[config.mk]
export PLATFORM = sky130hd
export DESIGN_NAME = ccsc_clock_ctrl
export DESIGN_NICKNAME = d
export VERILOG_FILES = /design/src/core/ccsc_divider.v /design/src/core/ccsc_clock_ctrl.v
export VERILOG_INCLUDE_DIRS = /design/src /design/src/core
export SDC_FILE = /design/constraint.sdc
export NUM_CORES = 1
export LEC_CHECK = 0
export ABC_AREA = 1
export ABC_CLOCK_PERIOD_IN_PS = 4950
export BUFFER_PORTS_ARGS = -buffer_cell sky130_fd_sc_hd__buf_2
export CAP_MARGIN = 20
export CORE_MARGIN = 1.5
export CORE_UTILIZATION = 55
export DETAILED_ROUTE_END_ITERATION = 6
export PLACE_DENSITY = 0.82
export SLEW_MARGIN = 20
export SYNTH_ARGS = -nofsm -noshare
export SYNTH_HDL_FRONTEND = slang
export SYNTH_SLANG_ARGS = --single-unit
[constraint.sdc]
create_clock -name i_clk_sys -period 4.95 [get_ports i_clk_sys]
set_input_delay 0.99 -clock i_clk_sys [delete_from_list [all_inputs] [get_ports i_clk_sys]]
set_output_delay 0.99 -clock i_clk_sys [all_outputs]
set_load 0.01 [all_outputs]
[src/core/ccsc_consts.vh]
/*
 constants for the cpu clock and standby control block.
 assumes inclusion by bare name from the core files.
*/
`ifndef CCSC_CONSTS_VH
`define CCSC_CONSTS_VH
// register offset and reset value
`define CCSC_CTRL_ADDR 12'h0fb3
`define CCSC_CTRL_RESET 4'h0
// field positions
`define CCSC_STOP_BIT 3
`define CCSC_HALT_BIT 2
`define CCSC_SEL_HI 1
`define CCSC_SEL_LO 0
// clock select codes
`define CCSC_SEL_DIV64 2'h0
`define CCSC_SEL_DIV16 2'h1
`define CCSC_SEL_DIV8 2'h2
`define CCSC_SEL_DIV4 2'h3
// operating mode codes
`define CCSC_MODE_NORMAL 2'h0
`define CCSC_MODE_HALT 2'h1
`define CCSC_MODE_STOP 2'h2
// wait exponents, periods of fx
`define CCSC_RST_WAIT_EXP 5'h11
`define CCSC_WAIT_EXP_20 5'h14
`define CCSC_WAIT_EXP_17 5'h11
`define CCSC_WAIT_EXP_15 5'h0f
`define CCSC_WAIT_EXP_13 5'h0d
// interval timer mode codes for the stop release wait
`define CCSC_ITM_20 3'h0
`define CCSC_ITM_17 3'h3
`define CCSC_ITM_15 3'h5
`define CCSC_ITM_13 3'h7
`endif

[src/core/ccsc_divider.v]
/*
 prescaler on the system oscillator enable, frozen while i_run is low.
 assumes i_fx_en pulses once per fx period; taps pulse once per tap period.
*/
`include "ccsc_consts.vh"
module ccsc_divider #(
  parameter WIDTH = 21
) (
  // clock and reset
  input wire i_clk_sys,
  input wire i_rst,
  // oscillator enable and stop
  input wire i_fx_en,
  input wire i_run,
  // counter state
  output wire [WIDTH-1:0] o_count,
  output wire [WIDTH-1:0] o_tick
);
  reg [WIDTH-1:0] count_r;
  wire [WIDTH-1:0] count_nxt;

  ////////////////////////////////////////////////////////////////
  // tick k pulses when bits k..0 roll over together
  assign count_nxt = count_r + {{(WIDTH-1){1'b0}}, 1'b1};
  assign o_tick = (i_fx_en && i_run) ? (count_r & ~count_nxt) : {WIDTH{1'b0}};
  assign o_count = count_r;

  // counter advances on each fx period while oscillating
  always @(posedge i_clk_sys or posedge i_rst) begin
    if (i_rst) begin
      count_r <= {WIDTH{1'b0}};
    end else if (i_fx_en && i_run) begin
      count_r <= count_nxt;
    end
  end
endmodule // ccsc_divider

[src/core/ccsc_clock_ctrl.v]
/*
 cpu clock select and standby mode control with oscillation waits.
 assumes one cpu write port, standby instruction strobes, a release strobe,
 and an fx enable from outside; the cpu runs on o_cpu_tick pulses.
*/
// Contract
// - reset clears control, slowest clock, normal
// - control is four bits: select, mode
// - select codes map to div 64,16,8,4
// - mode codes normal, halt, stop; 11 barred
// - set mode bit means standby mode
// - release clears both mode bits
// - stop sets bit three, halt bit two
// - standby instructions ignore bank enable flag
// - switch completes within old-setting cycle bound
// - peripheral clocks divided from fx
// - one cpu clock period per machine cycle
// - reset wait build-time 2^13,15,17 fx
// - stop release wait picked by timer mode on irq, else reset wait
// - cpu held until wait counter overflows
`include "ccsc_consts.vh"
module ccsc_clock_ctrl #(
  parameter RST_WAIT_EXP = `CCSC_RST_WAIT_EXP,
  parameter DIV_WIDTH = 21
) (
  // clock and reset
  input wire i_clk_sys,
  input wire i_rst,
  // system oscillator enable, one pulse per fx period
  input wire i_fx_en,
  // register port
  input wire i_wr_en,
  input wire [11:0] i_addr,
  input wire [3:0] i_wr_data,
  output reg [3:0] o_rd_data,
  // standby instructions and release
  input wire i_stop_instr,
  input wire i_halt_instr,
  input wire i_memory_bank_enable,
  input wire i_standby_release,
  input wire i_release_by_irq,
  input wire [2:0] i_interval_timer_mode,
  // clocks and status
  output reg o_cpu_tick,
  output reg [DIV_WIDTH-1:0] o_periph_tick,
  output reg o_cpu_hold,
  output reg o_halt_mode,
  output reg o_stop_mode,
  output reg o_osc_running
);
  localparam ST_WAIT = 2'h0;
  localparam ST_RUN = 2'h1;
  localparam ST_HALT = 2'h2;
  localparam ST_STOP = 2'h3;

  reg [3:0] ctrl_r;
  reg [1:0] sel_act_r;
  reg [1:0] state_r;
  reg [1:0] state_nxt;
  reg [4:0] wait_exp_r;
  reg [4:0] wait_exp_nxt;
  reg [1:0] sel_nxt;
  reg [3:0] ctrl_nxt;
  reg hit;
  reg [DIV_WIDTH-1:0] wait_base_r;
  reg [DIV_WIDTH-1:0] wait_base_nxt;
  wire [DIV_WIDTH-1:0] wait_mask;
  wire [DIV_WIDTH-1:0] wait_elapsed;
  wire [DIV_WIDTH-1:0] div_count;
  wire [DIV_WIDTH-1:0] div_tick;
  wire [4:0] tap_act;
  wire [4:0] tap_new;
  wire osc_run;
  wire wr_hit;

  ////////////////////////////////////////////////////////////////
  // tap index of a select code: period 2^(index+1)
  function [4:0] tap_of;
    input [1:0] sel;
    begin
      case (sel)
        `CCSC_SEL_DIV64: tap_of = 5'd5;
        `CCSC_SEL_DIV16: tap_of = 5'd3;
        `CCSC_SEL_DIV8: tap_of = 5'd2;
        default: tap_of = 5'd1;
      endcase
    end
  endfunction

  // stop release wait exponent from the timer mode
  function [4:0] itm_exp;
    input [2:0] itm;
    begin
      case (itm)
        `CCSC_ITM_17: itm_exp = `CCSC_WAIT_EXP_17;
        `CCSC_ITM_15: itm_exp = `CCSC_WAIT_EXP_15;
        `CCSC_ITM_13: itm_exp = `CCSC_WAIT_EXP_13;
        default: itm_exp = `CCSC_WAIT_EXP_20;
      endcase
    end
  endfunction

  ////////////////////////////////////////////////////////////////
  // oscillator halts only in stop
  assign osc_run = (state_r != ST_STOP);
  assign wr_hit = i_wr_en && (i_addr == `CCSC_CTRL_ADDR);
  assign tap_act = tap_of(sel_act_r);
  assign tap_new = tap_of(ctrl_r[`CCSC_SEL_HI:`CCSC_SEL_LO]);
  // wait counted from the release point, not from the free counter phase
  assign wait_mask = ~({DIV_WIDTH{1'b1}} << wait_exp_r);
  assign wait_elapsed = div_count - wait_base_r;

  ccsc_divider #(
    .WIDTH(DIV_WIDTH)
  ) u_div (
    .i_clk_sys(i_clk_sys),
    .i_rst(i_rst),
    .i_fx_en(i_fx_en),
    .i_run(osc_run),
    .o_count(div_count),
    .o_tick(div_tick)
  );

  ////////////////////////////////////////////////////////////////
  // control register next value
  always @* begin
    ctrl_nxt = ctrl_r;
    if (wr_hit) begin
      ctrl_nxt = {2'b00, i_wr_data[`CCSC_SEL_HI:`CCSC_SEL_LO]};
    end
    if (state_r == ST_RUN && i_stop_instr) begin
      ctrl_nxt[`CCSC_STOP_BIT] = 1'b1;
    end else if (state_r == ST_RUN && i_halt_instr) begin
      ctrl_nxt[`CCSC_HALT_BIT] = 1'b1;
    end
    if ((state_r == ST_HALT || state_r == ST_STOP) && i_standby_release) begin
      ctrl_nxt[`CCSC_STOP_BIT:`CCSC_HALT_BIT] = `CCSC_MODE_NORMAL;
    end
  end

  // mode and wait sequencing
  always @* begin
    state_nxt = state_r;
    wait_exp_nxt = wait_exp_r;
    wait_base_nxt = wait_base_r;
    hit = 1'b0;
    case (state_r)
      ST_WAIT: begin
        // full 2^exp fx periods since the wait began
        hit = i_fx_en && ((wait_elapsed & wait_mask) == wait_mask);
        if (hit) begin
          state_nxt = ST_RUN;
        end
      end
      ST_RUN: begin
        if (ctrl_nxt[`CCSC_STOP_BIT]) begin
          state_nxt = ST_STOP;
        end else if (ctrl_nxt[`CCSC_HALT_BIT]) begin
          state_nxt = ST_HALT;
        end
      end
      ST_HALT: begin
        if (i_standby_release) begin
          state_nxt = ST_RUN;
        end
      end
      ST_STOP: begin
        if (i_standby_release) begin
          state_nxt = ST_WAIT;
          // counter is frozen in stop, so its value marks the wait start
          wait_base_nxt = div_count;
          wait_exp_nxt = i_release_by_irq ? itm_exp(i_interval_timer_mode) : RST_WAIT_EXP[4:0];
        end
      end
      default: begin
        state_nxt = ST_WAIT;
      end
    endcase
  end

  // clock select changes on the first old or new tap edge
  always @* begin
    sel_nxt = sel_act_r;
    if (div_tick[tap_act] || div_tick[tap_new]) begin
      sel_nxt = ctrl_r[`CCSC_SEL_HI:`CCSC_SEL_LO];
    end
  end

  ////////////////////////////////////////////////////////////////
  // registers
  always @(posedge i_clk_sys or posedge i_rst) begin
    if (i_rst) begin
      ctrl_r <= `CCSC_CTRL_RESET;
      sel_act_r <= `CCSC_SEL_DIV64;
      state_r <= ST_WAIT;
      wait_exp_r <= RST_WAIT_EXP[4:0];
      wait_base_r <= {DIV_WIDTH{1'b0}};
      o_cpu_tick <= 1'b0;
      o_periph_tick <= {DIV_WIDTH{1'b0}};
      o_cpu_hold <= 1'b1;
      o_halt_mode <= 1'b0;
      o_stop_mode <= 1'b0;
      o_osc_running <= 1'b1;
      o_rd_data <= 4'h0;
    end else begin
      ctrl_r <= ctrl_nxt;
      sel_act_r <= sel_nxt;
      state_r <= state_nxt;
      wait_exp_r <= wait_exp_nxt;
      wait_base_r <= wait_base_nxt;
      o_cpu_tick <= (state_r == ST_RUN) && div_tick[tap_act];
      o_periph_tick <= div_tick;
      o_cpu_hold <= (state_nxt != ST_RUN);
      o_halt_mode <= ctrl_nxt[`CCSC_HALT_BIT];
      o_stop_mode <= ctrl_nxt[`CCSC_STOP_BIT];
      o_osc_running <= (state_nxt != ST_STOP);
      o_rd_data <= ctrl_nxt;
    end
  end
endmodule // ccsc_clock_ctrl

# Word-level counts from Yosys, hierarchy flattened

Cells that the tools add are included.
Widths: inputs -> output; s select.

Flip-flop bits (word level): 81
Bits of input ports: 28
Output and inout bits: 30

$add $sub $neg: 2
Order comparisons: 2
Equality and inequality tests: 15
Shift operators: 1
Mux-type cells: 20
Bitwise gates (word level): 4
Reduce and logical (&&, ||, !) cells: 13

Operators with widths:

| cell                  | count |
|---|---|
| $and 21x21->21        | 2 |
| $not 21->21           | 2 |
| $add 21x1->21 const B | 1 |
| $eq 21x21->1          | 1 |
| $mux 21               | 1 |
| $shl 21x5->21 const A | 1 |
| $sub 21x21->21        | 1 |
| $pmux 3 s3            | 2 |
| $pmux 5 s3            | 1 |
| $eq 12x12->1 const B  | 1 |
| $lt 5x6->1 const B    | 2 |
| $mux 2                | 6 |
| $bmux 1 s5            | 2 |
| $eq 2x2->1 const B    | 4 |
| $pmux 2 s4            | 1 |
| $logic_and 1x1->1     | 7 |
| $eq 2x1->1 const B    | 3 |
| $eq 3x3->1 const B    | 2 |
| $logic_not 2->1       | 3 |
| $mux 1                | 5 |
| $mux 5                | 1 |
| $mux 4                | 1 |
| $ne 2x2->1 const B    | 2 |
| $eq 3x2->1 const B    | 1 |
| 3 further kinds       | 4 |

# Depth between registers and ports, before layout

Depth in word-level cells: 10
Gate-level depth with buffers: 19
Mapped depth without buffers: 19

# Cells and area by module

Synthesis repeated with hierarchy kept, for this count alone.

Cell total of the unflattened synthesis: 779
Area, all modules: 5392.7 um2

Modules (own cells, without submodules):

| module          | instances | cells each | area each (um2) | sequential area each (um2) |
|---|---|---|---|---|
| ccsc_clock_ctrl | 1         | 566        | 3890.0          | 1456.4 |
| ccsc_divider    | 1         | 213        | 1502.7          | 525.5 |

# Least setup slack after synthesis

No wires, ideal clock.

Kind: reg-to-reg
Start: register u_div.count_r[0], in the netlist u_div.o_count[0]
End: register o_cpu_hold
Arrival time: 2047 ps
Path slack: 2814 ps
Cell stages (with the launch flop): 20
Period minus slack after synthesis: 2136 ps
Cell sequence: dfrtp_1 -> inv_2 -> ha_1 -> fa_1 -> inv_1 -> nand3_1 -> nand2_1 -> nand2_1 -> nand2_2 -> nand2_2 -> nand2_2 -> nand2_1 -> nand2_1 -> nand2_1 -> nand3_2 -> nand2_1 -> nor2_1 -> nand2_1 -> nand2_1 -> nand3_1

Cells in the longest elaborated chain, start to end: 7

Ends and longest elaborated chain:

| what                     | line                  | text |
|---|---|---|
| start: declaration       | ccsc_divider.v:19     | `reg [WIDTH-1:0] count_r;` |
| start signal: assignment | ccsc_divider.v:31     | `count_r <= {WIDTH{1'b0}};` |
| start signal: assignment | ccsc_divider.v:33     | `count_r <= count_nxt;` |
| $sub 21x21->21           | ccsc_clock_ctrl.v:111 | `assign wait_elapsed = div_count - wait_base_r;` |
| $and 21x21->21           | ccsc_clock_ctrl.v:150 | `hit = i_fx_en && ((wait_elapsed & wait_mask) == wait_mask);` |
| $eq 21x21->1             | ccsc_clock_ctrl.v:150 |  |
| $logic_and 1x1->1        | ccsc_clock_ctrl.v:150 |  |
| $mux 2                   | ccsc_clock_ctrl.v:151 | `if (hit) begin` |
| $pmux 2 s4               | ccsc_clock_ctrl.v:147 | `case (state_r)` |
| $ne 2x1->1               | ccsc_clock_ctrl.v:213 | `o_cpu_hold <= (state_nxt != ST_RUN);` |
| end signal: assignment   | ccsc_clock_ctrl.v:213 |  |
| end: declaration         | ccsc_clock_ctrl.v:46  | `output reg o_cpu_hold,` |

Every way passes these cells.
A chain may end at the register's enable or synchronous reset.

# Final worst setup path

Start: input i_fx_en
End: register sel_act_r[0]

Cells in the longest elaborated chain, start to end: 5
Elaborated cells on any way between the ends: 7
Those cells by class: mux (5); reduce/logical (2)

Ends and longest elaborated chain:

| what                         | line                  | text |
|---|---|---|
| start: declaration           | ccsc_clock_ctrl.v:30  | `input wire i_fx_en,` |
| $logic_and 1x1->1 (*)        | ccsc_divider.v:25     | `assign o_tick = (i_fx_en && i_run) ? (count_r & ~count_nxt) : {WIDTH{1'b0}};` |
| $mux 21 (*)                  | ccsc_divider.v:25     |  |
| $bmux 1 s5                   | ccsc_clock_ctrl.v:184 | `if (div_tick[tap_act] \|\| div_tick[tap_new]) begin` |
| $mux 1 (implied by the code) | ccsc_clock_ctrl.v:184 |  |
| $logic_or 1x1->1 (*)         | ccsc_clock_ctrl.v:184 |  |
| end signal: assignment       | ccsc_clock_ctrl.v:194 | `` sel_act_r <= `CCSC_SEL_DIV64; `` |
| end signal: assignment       | ccsc_clock_ctrl.v:207 | `sel_act_r <= sel_nxt;` |
| end: declaration             | ccsc_clock_ctrl.v:57  | `reg [1:0] sel_act_r;` |

Every way passes the cells marked *; elsewhere a longest branch is shown, timed or not. The select of a mux whose other input is x is not followed.

==> results.toml <==
[timing]
fmax_ghz = 0.373
worst_slack_ps = 2270
hold_violations = 0
min_period_ps = 2680
whs_ps = 514
skew_ps = 15.8
worstMarginPinSlew_ps = 665
rsz0062_at_grt = "no"
finalSetupTns_ps = 0
slew_headroom_pct = 55.6
drv_slew = 0
post-route-period-util_pct = 54.1
finalSetupViolCount = 0

[final_layout]
area_delta_synth_final_pct = 11.2
fillerInstances = 795
antenna_cells = 0
fin_nets = 870
drive_gt1_share_pct = 14.2

[floorplan]
die_w_um = 101
rows = 35
core_um2 = 9330
ios = 58
start_util_pct = 57.1
dieArea_um2 = 10300
die_h_um = 101

[detailed_routing]
drcViolationCount = 0
dr_total_vias = 4795
detail_route.iter0.violations = 235
vias_per_cell = 5.16
ant_nets = 0
totalWireLength_mm = 11.9
wl_per_cell_um = 12.8
drtPass1Iterations = 5

[global_routing]
grtUsageMet3_pct = 3.52
grt_pass1_wl_mm = 20.5
grt_pass1_vias = 4574
grt.overflow.total = 0
met1_usage_pct = 31.7
grt_antenna_before_repair = 0
grt_max_degree = 44
grt-busiest-layer = "met2"
grt.met2_usage_pct = 44.3
grt_usage_pct = 25.3

[cts]
clockBufferDepth = 2
post-cts-setup-buffers = 0
ctsResizeCount = 0
clk_pin_slew_worst_paths_ps = 90
cts_tree = "built"
cts-hold-fix-buffers = 0
cts_inserted_buffers = 9
cts_sinks = 79
clk_latency_ps = 360
clock-root-buffer = "clkbuf_8"
cts_max_level = 3

[synth]
synth_top_family_by_area = "simple AND/OR/NAND/NOR gates"
synth_nets = 816
netlist_area_um2 = 5330
synthMuxAreaShare_pct = 0
yosys_warnings = 0
synth-simple-area-share_pct = 30.6
seq_area_frac_synth_pct = 37.2
synth_xor_area_share_pct = 0.329
synth_fa_ha_area_share_pct = 10.9
ys_seq_elements = 79
ys_types = 43
synth-compound-area-share_pct = 9.63
syn_avg_cell_area_um2 = 7.18
synthCells = 742

[power_and_ir_drop]
finalPower_w = 0.00389
power.density_nw_per_um2 = 657
p_leak_nw = 3.40
ir_worst_vdd_mv = 0.337

[setup_path]
cp-start-kind = "primary input"
endpoint_kind = "flip-flop"
crit_type = "primary input to flip-flop"
cpPeakStageDelay_ps = 570
cp_max_fo = 41
crit_arrival_ps = 2950
crit_slowest_cell = "inv_2"
cp.required_ps = 5220
crit_path_cell_trace = "buf_2, nand2_2, inv_2, nand2_1, a21oi_1, o21ai_0, nand3_1, o21ai_2, nand3b_1, nand2_1, o21ai_1"
cp_common_cell = "nand2_1"

[placement]
port_buffers = 54
gp_congestion = 0.957
dpl.hpwl_mm = 9.23
dpl_worst_slack_ps = 1900

[hold_path]
worst_hold_path_type = "flip-flop to flip-flop"

[outcome]
outcome = "finished clean"

[job]
drv_cap = 0
cells by family (layout without fill, tap and decap cells):
| family | after synthesis | after routing |
|---|---|---|
| compound gates | 94 | 94 |
| fa+ha+maj | 46 | 46 |
| buf+inv | 156 | 215 |
| xor+xnor | 2 | 2 |
| flops | 79 | 79 |
| simple gates | 365 | 365 |
cell type report:
| type | count | area [um^2] | area share, % |
|---|---|---|---|
| Sequential cell | 79 | 1980 | 33.4 |
| Multi-Input combinational cell | 507 | 2750 | 46.3 |
| Tap cell | 129 | 161 | 2.72 |
| Inverter | 143 | 538 | 9.08 |
| Clock buffer | 10 | 138 | 2.32 |
| Timing Repair Buffer | 56 | 285 | 4.81 |
| Clock inverter | 6 | 75.1 | 1.27 |
stage by stage:
step | cells | utilization [%] | cell area, um^2
final | 930 | 63.5 | 5930
after global routing | 930 | 63.5 | 5930
after CTS | 930 | 63.5 | 5930
after detailed placement | 914 | 61.2 | 5710
after global placement | 914 | 61.2 | 5710
after floorplan | 742 | - | 5330
synth_stat cells:
| cell | number | area (um^2) |
|---|---|---|
| nand3_2 | 4 | 40.0 |
| buf_6 | 1 | 11.3 |
| a21o_1 | 1 | 7.51 |
| nand2_2 | 15 | 93.8 |
| fa_1 | 1 | 20.0 |
| nand3b_1 | 4 | 30.0 |
| nor2_1 | 55 | 206 |
| a21boi_1 | 1 | 7.51 |
| a211oi_1 | 1 | 7.51 |
| nand2_1 | 216 | 811 |
| nor4_4 | 3 | 63.8 |
| a2bb2oi_1 | 1 | 8.76 |
| nor2_4 | 1 | 11.3 |
| a21oi_2 | 1 | 8.76 |
| nand4_1 | 5 | 31.3 |
| o21ai_0 | 51 | 255 |
| buf_4 | 2 | 15.0 |
| inv_1 | 138 | 518 |
| nor3_2 | 1 | 10.0 |
| o22ai_1 | 1 | 6.26 |
| nor4_2 | 1 | 12.5 |
| inv_2 | 5 | 18.8 |
| o21bai_1 | 1 | 7.51 |
| o21ai_2 | 1 | 8.76 |
| clkbuf_1 | 9 | 33.8 |
| ha_1 | 45 | 563 |
| nor2_2 | 2 | 12.5 |
| dfstp_2 | 4 | 105 |
| nand3_1 | 44 | 220 |
| dfrtp_1 | 75 | 1880 |
| a31oi_1 | 2 | 12.5 |
| buf_2 | 1 | 5.00 |
| a21boi_0 | 2 | 15.0 |
| nor3_4 | 1 | 16.3 |
| o21ai_1 | 3 | 15.0 |
| xor2_1 | 2 | 17.5 |
| nor3_1 | 8 | 40.0 |
| nor4_1 | 3 | 18.8 |
| and2_1 | 1 | 6.26 |
| o211ai_1 | 3 | 22.5 |
| a32o_1 | 1 | 10.0 |
| a21oi_1 | 24 | 120 |
| or2_2 | 1 | 6.26 |
worst max-delay path, delay by kind of cell:
family	cells	cell delay, ps
and+or+nand+nor	5	820
buffers and inverters	2	680
AOI/OAI and AO/OA	4	450
per-layer routing:
metal / up-vias / routed length [um]
met1: 2189 / 5200
met4: 0 / 268
met2: 144 / 5860
met5: - / 0
met3: 29 / 538
li1: 2433 / -
cell usage in the layout (no fill, tap or decap), types with 5 or more instances in the layout:
cell      instances
nor3_1            8
clkbuf_8         10
a21oi_1          24
nand4_1           5
o21ai_0          51
nand3_1          44
nand2_1         216
dfrtp_1          75
nand2_2          15
inv_2             5
ha_1             45
inv_1           137
buf_2            54
nor2_1           54
worst paths after layout:
path | from | endpoint | cells past startpoint | slack (ps)
min in group asynchronous | i_rst | o_periph_tick[13] | 2 | 690
worst min register to register | wait_base_r[0] | wait_base_r[0] | 2 | 510
max in group asynchronous | i_rst | wait_exp_r[0] | 3 | 3290
worst max-delay path | i_fx_en | sel_act_r[0] | 11 | 2270
worst max register to register | u_div.o_count[0] | o_cpu_hold | 19 | 2310
worst min-delay path | wait_base_r[0] | wait_base_r[0] | 2 | 510
report_power, final:
part           switching [W]  internal (W)
clock network       0.000264      0.000255
registers           0.000163      0.000853
logic                0.00154      0.000817
total                0.00197       0.00193
sequential cells by signal (all words and copies together) (netlist names), 2 cells and up:
| signal | cells |
|---|---|
| wait_exp_r | 5 |
| state_r | 2 |
| sel_act_r | 2 |
| wait_base_r | 21 |
| o_periph_tick | 21 |
| ctrl_r | 4 |
| u_div.o_count | 21 |
No activity file was read; power rests on OpenSTA's default activity.
